### config.mk
export PLATFORM = sky130hd
export DESIGN_NAME = lvdc_ctrl
export DESIGN_NICKNAME = d
export VERILOG_FILES = /design/src/lvdc_pkg.sv /design/src/lvdc_sync.sv /design/src/lvdc_once_bit.sv /design/src/lvdc_ctrl.sv
export VERILOG_INCLUDE_DIRS = /design/src /design/src/src
export SDC_FILE = /design/constraint.sdc
export NUM_CORES = 1
export LEC_CHECK = 0
export BUFFER_PORTS_ARGS = -buffer_cell sky130_fd_sc_hd__buf_2
export CELL_PAD_IN_SITES_DETAIL_PLACEMENT = 1
export CELL_PAD_IN_SITES_GLOBAL_PLACEMENT = 1
export CORE_ASPECT_RATIO = 1.75
export CORE_UTILIZATION = 30
export CTS_CLUSTER_DIAMETER = 50
export CTS_CLUSTER_SIZE = 20
export DETAILED_ROUTE_END_ITERATION = 8
export PLACE_DENSITY_LB_ADDON = 0.3
export SETUP_SLACK_MARGIN = 0.3
export SLEW_MARGIN = 20
export SYNTH_ARGS = -nofsm -noshare
export SYNTH_HDL_FRONTEND = slang
export SYNTH_SLANG_ARGS = --single-unit
### constraint.sdc
create_clock -name ref_clk -period 1.6 [get_ports ref_clk]
set_clock_uncertainty 0.15 [all_clocks]
set_input_delay 0.08 -clock ref_clk [delete_from_list [all_inputs] [get_ports ref_clk]]
set_output_delay 0.08 -clock ref_clk [all_outputs]
set_load 0.05 [all_outputs]
### src/lvdc_params.svh
`ifndef LVDC_PARAMS_SVH
`define LVDC_PARAMS_SVH

// register index; byte address is four times it
`define LVDC_IDX_CTRL      16'h1809
`define LVDC_IDX_IRQ_STAT  16'h1810
`define LVDC_IDX_IRQ_MASK  16'h1811
`define LVDC_ADDR_W        16

`define LVDC_BIT_FLAG      7
`define LVDC_BIT_ACK       6
`define LVDC_BIT_IE        5
`define LVDC_BIT_RE        4
`define LVDC_BIT_SE        3
`define LVDC_BIT_DE        2
`define LVDC_BIT_RSVD      1
`define LVDC_BIT_BG        0

`define LVDC_CTRL_RESET    8'h1C
`define LVDC_WO_MASK       8'h1C
`define LVDC_STAT_W        2
`define LVDC_RD_LATENCY    1

`endif

### src/lvdc_pkg.sv
package lvdc_pkg;
	typedef enum logic [1:0] {
		LVDC_RUN,
		LVDC_STOP_LIGHT,
		LVDC_STOP_DEEP
	} lvdc_pwr_t;
endpackage : lvdc_pkg

### src/lvdc_sync.sv
// three-stage synchroniser; output changes once stages 2 and 3 agree
module lvdc_sync (
	// clock and reset
	input  wire logic ref_clk,
	input  wire logic resetn,
	// data
	input  wire logic din,
	output logic      dout
);
	typedef struct packed {
		logic [2:0] sh;
		logic       q;
	} lvdc_sync_st_t;
	lvdc_sync_st_t st_ff, nxt_st;

	always_comb begin
		nxt_st    = st_ff;
		nxt_st.sh = {st_ff.sh[1:0], din};
		if (st_ff.sh[1] == st_ff.sh[2]) begin
			nxt_st.q = st_ff.sh[2];
		end
	end

	always_ff @(posedge ref_clk) begin
		if (!resetn) begin
			st_ff <= '0;
		end else begin
			st_ff <= nxt_st;
		end
	end

	assign dout = st_ff.q;
endmodule : lvdc_sync

### src/lvdc_once_bit.sv
`include "lvdc_params.svh"
// register bit that accepts only its first write after reset
module lvdc_once_bit #(
	parameter logic RST = 1'b0
) (
	// clock and reset
	input  wire logic ref_clk,
	input  wire logic resetn,
	// write
	input  wire logic wr,
	input  wire logic wdata,
	output logic      q
);
	typedef struct packed {
		logic v;
		logic done;
	} lvdc_once_st_t;
	lvdc_once_st_t st_ff, nxt_st;

	always_comb begin
		nxt_st = st_ff;
		if (wr && !st_ff.done) begin
			nxt_st.v    = wdata;
			nxt_st.done = 1'b1;
		end
	end

	always_ff @(posedge ref_clk) begin
		if (!resetn) begin
			st_ff <= '{v: RST, done: 1'b0};
		end else begin
			st_ff <= nxt_st;
		end
	end

	assign q = st_ff.v;
endmodule : lvdc_once_bit

### src/lvdc_ctrl.sv
// Local design decision: register access over Avalon-MM.
`include "lvdc_params.svh"

// Summary of operation
// - while detection is on, a detector event shows in read-only bit 7.
// - writing one to bit 6 clears the event flag, zero leaves it alone.
// - bit 6 always reads back as zero.
// - with bit 5 set an interrupt is requested while the flag is set.
// - with bit 4 and detection on, a set flag forces a chip reset.
// - with detection on, bit 3 keeps the detector alive in stop mode.
// - bit 2 turns detection on; flag, reset and stop functions need it.
// - bit 0 drives the bandgap reference buffer enable.
// - write-once bits take only the first write after reset.
// - detector alive in stop forces the light stop, not deep power-down.
module lvdc_ctrl (
	// clock and reset
	input  wire logic                    ref_clk,
	input  wire logic                    resetn,
	// avalon-mm slave
	input  wire logic [`LVDC_ADDR_W+1:0] avs_address,
	input  wire logic                    avs_read,
	input  wire logic                    avs_write,
	input  wire logic [31:0]             avs_writedata,
	input  wire logic [3:0]              avs_byteenable,
	output logic [31:0]                  avs_readdata,
	output logic                         avs_waitrequest,
	output logic [1:0]                   avs_response,
	// analogue side
	input  wire logic                    supply_low_in,
	output logic                         detect_on,
	output logic                         detect_in_stop,
	output logic                         bandgap_buffer_enable,
	// power, reset and interrupt control
	input  wire logic                    stop_request,
	input  wire logic                    deep_powerdown_select,
	output lvdc_pkg::lvdc_pwr_t          pwr_state,
	output logic                         chip_reset_req,
	output logic                         irq
);
	import lvdc_pkg::*;

	localparam logic [7:0] CTRL_RST = `LVDC_CTRL_RESET;

	typedef struct packed {
		logic                   ack_done;
		logic [31:0]            rdata;
		logic [1:0]             resp;
		logic                   flag;
		logic                   irq_en;
		logic                   bg_en;
		logic [`LVDC_STAT_W-1:0] stat;
		logic [`LVDC_STAT_W-1:0] mask;
		logic                   rst_req;
		logic                   irq_q;
		logic                   det_on;
		logic                   det_stop;
		logic                   low_q;
		lvdc_pwr_t              pwr;
	} lvdc_st_t;

	lvdc_st_t st_ff, nxt_st;

	logic       low_sync;
	logic       re_q;
	logic       se_q;
	logic       de_q;
	logic       sel_ctrl;
	logic       sel_stat;
	logic       sel_mask;
	logic       wr_lane0;
	logic       wr_ctrl;
	logic [7:0] ctrl_view;

	assign sel_ctrl = avs_address[`LVDC_ADDR_W+1:2] == `LVDC_IDX_CTRL;
	assign sel_stat = avs_address[`LVDC_ADDR_W+1:2] == `LVDC_IDX_IRQ_STAT;
	assign sel_mask = avs_address[`LVDC_ADDR_W+1:2] == `LVDC_IDX_IRQ_MASK;
	// writes land only in the answering cycle, so each access acts once
	assign wr_lane0 = avs_write && avs_byteenable[0] && st_ff.ack_done;
	assign wr_ctrl  = wr_lane0 && sel_ctrl;

	lvdc_sync u_low_sync (
		.ref_clk (ref_clk),
		.resetn  (resetn),
		.din     (supply_low_in),
		.dout    (low_sync)
	);

	// reset, stop and detect enables are write-once
	lvdc_once_bit #(.RST(CTRL_RST[`LVDC_BIT_RE])) u_once_re (
		.ref_clk (ref_clk),
		.resetn  (resetn),
		.wr      (wr_ctrl),
		.wdata   (avs_writedata[`LVDC_BIT_RE]),
		.q       (re_q)
	);

	lvdc_once_bit #(.RST(CTRL_RST[`LVDC_BIT_SE])) u_once_se (
		.ref_clk (ref_clk),
		.resetn  (resetn),
		.wr      (wr_ctrl),
		.wdata   (avs_writedata[`LVDC_BIT_SE]),
		.q       (se_q)
	);

	lvdc_once_bit #(.RST(CTRL_RST[`LVDC_BIT_DE])) u_once_de (
		.ref_clk (ref_clk),
		.resetn  (resetn),
		.wr      (wr_ctrl),
		.wdata   (avs_writedata[`LVDC_BIT_DE]),
		.q       (de_q)
	);

	always_comb begin
		ctrl_view                 = '0;
		ctrl_view[`LVDC_BIT_FLAG] = st_ff.flag;
		ctrl_view[`LVDC_BIT_ACK]  = 1'b0;
		ctrl_view[`LVDC_BIT_IE]   = st_ff.irq_en;
		ctrl_view[`LVDC_BIT_RE]   = re_q;
		ctrl_view[`LVDC_BIT_SE]   = se_q;
		ctrl_view[`LVDC_BIT_DE]   = de_q;
		ctrl_view[`LVDC_BIT_RSVD] = 1'b0;
		ctrl_view[`LVDC_BIT_BG]   = st_ff.bg_en;
	end

	always_comb begin
		nxt_st       = st_ff;
		nxt_st.low_q = low_sync;

		// one wait cycle, then answer
		if ((avs_read || avs_write) && !st_ff.ack_done) begin
			nxt_st.ack_done = 1'b1;
			nxt_st.resp     = (sel_ctrl || sel_stat || sel_mask)
				? 2'h0 : 2'h2;
			nxt_st.rdata    = '0;
			if (avs_read) begin
				if (sel_ctrl) begin
					nxt_st.rdata = {24'h000000, ctrl_view};
				end else if (sel_stat) begin
					nxt_st.rdata = {30'h0, st_ff.stat};
				end else if (sel_mask) begin
					nxt_st.rdata = {30'h0, st_ff.mask};
				end
			end
		end else begin
			nxt_st.ack_done = 1'b0;
		end

		// reserved bit 1 is not stored, so a stray one is harmless
		if (wr_ctrl) begin
			nxt_st.irq_en = avs_writedata[`LVDC_BIT_IE];
			nxt_st.bg_en  = avs_writedata[`LVDC_BIT_BG];
		end

		// ack first, then detection so a same-cycle event wins
		if (wr_ctrl && avs_writedata[`LVDC_BIT_ACK]) begin
			nxt_st.flag = 1'b0;
		end
		if (de_q && low_sync) begin
			nxt_st.flag = 1'b1;
		end

		if (wr_lane0 && sel_mask) begin
			nxt_st.mask = avs_writedata[`LVDC_STAT_W-1:0];
		end
		if (wr_lane0 && sel_stat) begin
			nxt_st.stat = st_ff.stat & ~avs_writedata[`LVDC_STAT_W-1:0];
		end
		// status bit 0: detector event; bit 1: supply recovered
		if (de_q && low_sync && !st_ff.low_q) begin
			nxt_st.stat[0] = 1'b1;
		end
		if (de_q && !low_sync && st_ff.low_q) begin
			nxt_st.stat[1] = 1'b1;
		end

		nxt_st.irq_q = (st_ff.irq_en && st_ff.flag)
			|| |(st_ff.stat & st_ff.mask);
		nxt_st.rst_req  = re_q && de_q && st_ff.flag;
		nxt_st.det_on   = de_q;
		nxt_st.det_stop = de_q && se_q;

		case (st_ff.pwr)
			LVDC_RUN: begin
				if (stop_request) begin
					// live detector needs the regulator, so stay light
					if ((de_q && se_q) || !deep_powerdown_select) begin
						nxt_st.pwr = LVDC_STOP_LIGHT;
					end else begin
						nxt_st.pwr = LVDC_STOP_DEEP;
					end
				end
			end
			LVDC_STOP_LIGHT, LVDC_STOP_DEEP: begin
				if (!stop_request) begin
					nxt_st.pwr = LVDC_RUN;
				end
			end
			default: begin
				nxt_st.pwr = LVDC_RUN;
			end
		endcase
	end

	always_ff @(posedge ref_clk) begin
		if (!resetn) begin
			st_ff <= '{default: '0, pwr: LVDC_RUN};
		end else begin
			st_ff <= nxt_st;
		end
	end

	assign avs_readdata          = st_ff.rdata;
	assign avs_waitrequest       = !st_ff.ack_done;
	assign avs_response          = st_ff.resp;
	assign detect_on             = st_ff.det_on;
	assign detect_in_stop        = st_ff.det_stop;
	assign bandgap_buffer_enable = st_ff.bg_en;
	assign pwr_state             = st_ff.pwr;
	assign chip_reset_req        = st_ff.rst_req;
	assign irq                   = st_ff.irq_q;
endmodule : lvdc_ctrl

======== Yosys cells after proc, flatten, opt, wreduce, memory -nomap -nowiden ========
Cells that the tools add are included.
word-level totals
  output and inout port bits .............. 42
  bits in registers ....................... 59
cells by class
  bitwise operators ....................... 3
  reductions and logical operators ........ 37
  equal/unequal tests ..................... 8
  muxes and demuxes ....................... 15
operator list
  operator                number
  $mux W32                3
  $eq A16 B13 Y1 const B  3
  $logic_and A1 B1 Y1     18
  $mux W2                 6
  $logic_not A1 Y1        7
  $reduce_bool A2 Y1      3
  $logic_or A1 B1 Y1      5
  $mux W1                 5
  $and A2 B2 Y2           2
  $ne A2 B2 Y1 const B    2
  $pmux W2 S2             1
  $reduce_or A2 Y1        2
  $eq A2 B1 Y1 const B    1
  $eq A2 B2 Y1 const B    1
  $logic_not A2 Y1        1
  $not A2 Y2              1
  $reduce_and A2 Y1       1
  $eq A1 B1 Y1            1

======== Depth between registers and ports, before layout ========
Gate-level depths: netlist (run 1).
  depth after elaboration ................. 6
  depth in mapped cells ................... 6
  gate-level depth less buffers ........... 6

======== Modules after synthesis ========
From an unflattened synthesis (run 1), not the netlist that was laid out.
unflattened totals
  cells, all modules ...................... 189
  area total of the unflattened synthesis .. 1682.9 um^2
modules (own cells, without submodules)
  module         cells each  instances  area an instance (um^2)
  lvdc_ctrl      158         1          1333.8
  lvdc_once_bit  7           3          77.6
  lvdc_sync      10          1          116.4

======== Worst setup path after synthesis (run 1) ========
Ideal clock, no wire load.
  path type ............................... reg2reg
  start ................................... register st_ff, in the netlist pwr_state[0]
  end ..................................... register st_ff, in the netlist pwr_state[1]
  data arrival time ....................... 1.120 ns
  required time ........................... 1.332 ns
  buffers on the path ..................... 0
  cell stages (with the launch flop) ...... 6
  setup slack ............................. 0.212 ns
  library setup time ...................... 0.118 ns
  period minus slack after synthesis ...... 1.388 ns
  path through ............................ dfxtp_1 > inv_1 > ha_1 > mux2_2 > a22oi_1 > nor2b_1
between the ends
  cells in the longest elaborated chain, start to end .. 4
  elaborated cells on any way between the ends .. 8
  those cells by class .................... eq/ne (4); mux (1); reduce/logical (3)
RTL lines
  element                                       RTL line          RTL
  start: declaration                            lvdc_ctrl.sv:61   lvdc_st_t st_ff, nxt_st;
  start signal: assignment                      lvdc_ctrl.sv:208  st_ff <= nxt_st;
  $eq A2 B1 Y1 or $eq A2 B2 Y1 (tied branches)  lvdc_ctrl.sv:182  case (st_ff.pwr)
  $reduce_or A2 Y1                              lvdc_ctrl.sv:182
  $ne A2 B2 Y1 (no line)                        n/a
  $reduce_and A2 Y1 (no line)                   n/a
Several ways; a longest one is shown, not always the timed one.
A chain may end at the register's enable or synchronous reset.

======== Worst setup path after layout (run 1) ========
  start ................................... register st_ff, in the netlist pwr_state[1]
  end ..................................... register st_ff, in the netlist pwr_state[1]
Same word-level chain as after synthesis.

==> flow_summary.toml, run 1 <==
[synthesis]
yosysWarnings = 0
synth.area.top_cells = "dfxtp_1, buf_4, mux2i_1, nand2_1, a22o_1"
ys_seq_area_share_pct = 40.2
synthesis.area_um2 = 1640
synthDistinctLibCells = 39
synth-edff-count = 0
yosysTopAreaCell = "dfxtp_1"
synth_seq_cells = 33
synth_ff_type = "dfxtp_1"
postSynthAreaPerCell_um2 = 9.28
synthCells = 177
synthDominantCellAreaShare_pct = 40.2
synth_async_sr_flop_share_pct = 0

[critical_path]
critPathCaptureType = "flip-flop"
crit_path_top_delay_cell = "dfxtp_2"
crit_start = "pwr_state[1]$_SDFFE_PN0P_"
critPathMaxStageDelay_ns = 0.33
worstSetupPathType = "flip-flop to flip-flop"
cp-start-kind = "flip-flop"
cp_num_buf_inv = 1
crit_arrival_ns = 1.33
critical-path-top-delay-family = "flip-flops"
reg2reg_from = "pwr_state[1]$_SDFFE_PN0P_"
critPathRequiredTime_ns = 1.62
cp_cell_sequence = "inv_2, ha_4, mux2_4, a22oi_2, nor2b_1"
critPathMaxFanout = 3

[die]
num_rows = 35
die_w_um = 57.9
initial_core_util_pct = 31.3
die_h_um = 99.9
io_pins = 103
core-area_um2 = 5260
dieArea_um2 = 5790

[sta]
whs_ns = 0.0378
period_share_pct = 82.2
hold_violations = 0
max_freq_mhz = 761
drv_slew = 0
period_minus_slack_ns = 1.31
grt_setup_unrepaired = "true"
finalSetupViolations = 0
tns_ns = 0

[layout]
antennaDiodeCount = 0
fin_nets = 291
final_area_um2 = 2070
fin_util_pct = 39.4
area_delta_synth_final_pct = 26.1
layout-drive-gt1-share_pct = 37.3

[run_status]
violations = "design-rule violations"
status = "finished with violations"

[grt]
grt_max_degree = 26
grt-ovfl-total = 0
grt_antenna_before_repair = 0
grt_util_met1_pct = 14.3
grtUsageTotal_pct = 13.9
grt_pass1_wl_um = 6200
grt_use_met3_pct = 2.19
grt_busiest_layer = "met2"
met2_usage_pct = 27.4
grt_pass1_vias = 1355

[detailed_routing]
drt_first_pass_iters = 6
vias = 1305
drc = 5
wl_per_cell_um = 12.8
routed_via_density = 4.61
wirelength_um = 3630
ant_nets = 0
drtIter0Drc = 15

[placement]
portBuffers = 46
dpl.hpwl_um = 2840
gp_congestion = 0.742
placed_area_um2 = 1780

[clocking]
cts_made_buffers = 5
clk_pin_slew_ns = 0.06
cts_tree = "yes"
clkSinkCount = 33
h-tree-depth = 2
cts_root_buf = "clkbuf_8"
cts.path.max_buffers = 2
worstSkewPairLatency_ns = 0.27

[pwr]
ir_drop_mv = 0.520
power_density_nw_per_um2 = 841
p_leak_uw = 0.000928

[hold_path]
holdCritStartpoint = "avs_read"
min_path_type = "input pin to flip-flop"

[job]
drv_cap = 0
-- cell usage after synthesis (2+ instances only) --
master	n
nor2b_1	7
nand4b_1	3
dfxtp_1	33
a21boi_0	4
buf_4	37
nand2_1	12
clkbuf_1	4
inv_1	4
mux2i_1	5
and2_1	6
and3b_1	2
nor3_1	3
o21ai_0	6
nor4_2	2
nand3_1	6
a22o_1	5
o21a_1	3
a21oi_1	4
o31ai_1	4
and3_1	3
nor2_1	6
-- placed cells by master, fill, tap and decap left out, drive strengths merged, types with 2 or more instances in the layout --
| cell | instances |
|---|---|
| o21ai | 6 |
| and3b | 2 |
| mux2i | 5 |
| nor4 | 3 |
| inv | 4 |
| a21oi | 4 |
| buf | 55 |
| nand2 | 12 |
| o31ai | 4 |
| a22o | 5 |
| nor2b | 7 |
| nor3 | 4 |
| a21boi | 4 |
| dlygate4sd3 | 8 |
| o21a | 3 |
| nand4b | 3 |
| and2 | 6 |
| dfxtp | 33 |
| nor2 | 7 |
| conb | 26 |
| clkbuf | 5 |
| nand3 | 6 |
| and3 | 3 |
-- cell families (layout without fill, tap and decap cells) --
family / count (synthesis) / after routing / share of synthesized area, %
and+or+nand+nor: 58 / 58 / 22.3
buffers and inverters: 47 / 73 / 19.3
DFF: 33 / 33 / 40.2
AOI/OAI and AO/OA: 31 / 31 / 13.4
muxes: 6 / 6 / 3.73
adders and majority gates: 1 / 1 / 0.761
other: 1 / 26 / 0.228
-- through the flow --
stage,worst slack [ns],std cells,power [uW]
2_1_floorplan,0.234,202,1150
3_3_place_gp,-0.0347,266,1160
3_5_place_dp,-0.0391,266,1160
4_1_cts,0.283,282,1760
5_1_grt,0.214,283,1830
6_report,0.286,283,1740
-- area by class of cell --
class                           instances  area, um2
Inverter                                4       15.0
Multi-Input combinational cell        122        848
Fill cell                             630       3180
Timing Repair Buffer                   63        398
Clock inverter                          1       5.00
Tap cell                               55       68.8
Sequential cell                        33        668
Clock buffer                            5       68.8
-- final timing paths --
| check | end | slack, ns | cells after the start |
|---|---|---|---|
| max | pwr_state[1]$_SDFFE_PN0P_ | 0.29 | 5 |
| min | avs_response[1]$_SDFFE_PN0P_ | 0.04 | 3 |
| max reg2reg | pwr_state[1]$_SDFFE_PN0P_ | 0.29 | 5 |
| min reg2reg | u_low_sync.nxt_st[3]$_SDFF_PN0_ | 0.29 | 1 |
-- routing by layer --
metal,part of all wire (%),up-vias
met1,37,604
li1,-,654
met5,0,-
met3,4.2,4
met4,1.7,0
met2,57,43
-- what timing repair did --
| action | in CTS | in global routing |
|---|---|---|
| endpoints found under the hold margin | 10 | 0 |
| hold buffers | 8 | 0 |
| endpoints found under the setup margin | 18 | 19 |
| pin swaps | 4 | 10 |
| buffers inserted | 2 | 1 |
| resized for setup | 13 | 12 |
-- tightest hold or removal path: cells and delay by family --
kind / cells / cell delay [ns]
AO/OA/AOI/OAI: 2 / 0.23
buffers and inverters: 1 / 0.10
-- flip-flops by register name (all words and copies together), names as in the netlist, 2 cells and up --
register	flops
pwr_state	2
avs_readdata	7
u_low_sync.nxt_st	2
st_ff	6
ctrl_view	2
-- where the power goes --
group / switching [uW] / leakage [uW] / internal (uW)
combinational: 246 / 0.000619 / 97.3
sequential: 7.88 / 0.000269 / 835
clock: 272 / 0.0000399 / 286
total: 526 / 0.000928 / 1220
Note: power is estimated with default switching activity, not from simulation.
==> run 2: changes to the inputs <==
CORE_UTILIZATION = 27   (was 30)
clock period = 1.1 ns   (was 1.6 ns; I/O delays follow)
==> flow_summary.toml, run 2 (synthesis gave the netlist of run 1 again) <==
[sta]
hold_violations = 11
period_share_pct = 119
finalSetupViolations = 25
whs_ns = -0.168
drv_slew = 0
period_minus_slack_ns = 1.31
setup_ws_ns = -0.214
grt_setup_unrepaired = "true"
max_freq_mhz = 761

[die]
die_h_um = 105
core-area_um2 = 5880
dieArea_um2 = 6410
num_rows = 37
initial_core_util_pct = 27.9
die_w_um = 61.0
io_pins = 103

[detailed_routing]
drt_first_pass_iters = 4
wl_per_cell_um = 13.5
drc = 0
wirelength_um = 4320
vias = 1398
ant_nets = 0
drtIter0Drc = 11
routed_via_density = 4.37

[critical_path]
critPathMaxFanout = 2
critPathRequiredTime_ns = 1.12
crit_path_top_delay_cell = "dfxtp_2"
critical-path-top-delay-family = "flip-flops"
critPathCaptureType = "flip-flop"
crit_arrival_ns = 1.34
cp_num_buf_inv = 1
worstSetupPathType = "flip-flop to flip-flop"
cp_cell_sequence = "inv_2, ha_4, mux2_4, a22oi_2, nor2b_1"
critPathMaxStageDelay_ns = 0.33
cp-start-kind = "flip-flop"

[layout]
antennaDiodeCount = 0
layout-drive-gt1-share_pct = 57.9
mostFrequentLayoutCell = "buf_2"
largest_reg_flops = 7
final_cell_mix = "buf_2, conb_1, dfxtp_2"
area_delta_synth_final_pct = 54.0
fin_nets = 303

[clocking]
worstSkewPairLatency_ns = 0.28
cts.path.max_buffers = 2
clkSinkCount = 33
h-tree-depth = 2
cts_tree = "yes"
cts_root_buf = "clkbuf_8"
clk_pin_slew_ns = 0.06
cts_made_buffers = 5

[pwr]
ir_drop_mv = 0.437
intPower_uw = 1930
combPwrFrac_pct = 21.7
p_clk_share_pct = 33.9
switchingPower_uw = 837
power_density_nw_per_um2 = 1090
p_leak_uw = 0.00107
finalPower_uw = 2770
p_sw_share_pct = 30.3
power_frac_seq_pct = 44.4

[placement]
gp_congestion = 0.773
portBuffers = 46
dpl.hpwl_um = 3130

[hold_path]
min_path_type = "input pin to flip-flop"

[grt]
grt-ovfl-total = 0
grtUsageTotal_pct = 13.9
grt_max_degree = 26
grt_antenna_before_repair = 0
grt_pass1_vias = 1446
grt_pass1_wl_um = 6630

[run_status]
status = "finished with violations"
violations = "negative hold slack, negative setup slack"

[job]
drv_cap = 0
-- run 2: worst paths after layout --
check                               endpoint                             from  slack, ns  cells after the start
max                pwr_state[1]$_SDFFE_PN0P_        pwr_state[1]$_SDFFE_PN0P_      -0.21                      5
min          u_low_sync.nxt_st[2]$_SDFF_PN0_                    supply_low_in      -0.17                      2
max reg2reg        pwr_state[1]$_SDFFE_PN0P_        pwr_state[1]$_SDFFE_PN0P_      -0.21                      5
min reg2reg  u_low_sync.nxt_st[3]$_SDFF_PN0_  u_low_sync.nxt_st[2]$_SDFF_PN0_       0.30                      1
-- run 2: repair_timing --
item | in CTS | in global routing
resized for setup | 107 | 12
pin swaps | 17 | 13
hold endpoints to repair | 12 | 10
buffers inserted | 9 | 3
setup endpoints to repair | 44 | 44
-- run 2: worst reg2reg max path: stages, from the launching register on --
cell and delay (ns):
dfxtp_2 0.33, inv_2 0.04, ha_4 0.23, mux2_4 0.27, a22oi_2 0.12, nor2b_1 0.06
-- run 2: per-stage QoR --
stage          TNS [ns]  setup slack (ns)  instance area [um2]  util [%]  cells
4_1_cts           -3.29            -0.241                 2460      41.9    317
3_3_place_gp      -8.00            -0.463                 1940      33.0    300
6_report          -2.93            -0.214                 2530      43.0    320
5_1_grt           -4.23            -0.279                 2530      43.0    320
3_5_place_dp      -8.64            -0.518                 1940      33.0    300
2_1_floorplan     -1.93            -0.266                 1800         -    202
-- run 2: power by group through the flow --
stage / registers [uW] / clock network, uW / logic, uW
2_1_floorplan: 1260 / 0 / 421
3_3_place_gp: 1250 / 0 / 481
3_5_place_dp: 1250 / 0 / 486
4_1_cts: 1230 / 971 / 581
5_1_grt: 1230 / 1020 / 635
6_report: 1230 / 938 / 599
-- run 2: layout make-up --
type                       instances  area, um2
clock buffer                       8       90.1
fill                             678       3350
inverter                           4       18.8
multi-input combinational        122        975
sequential                        33        697
tap                               78       97.6
timing repair buffer              75        652
-- run 2: layer usage --
layer  track usage (%)  part of all wire, %  up-vias
met1              14.4                   35      663
met4              6.82                  2.8        0
li1                  -                    -      675
met3              2.10                  4.0        9
met5                 0                    0        -
met2              25.6                   59       51
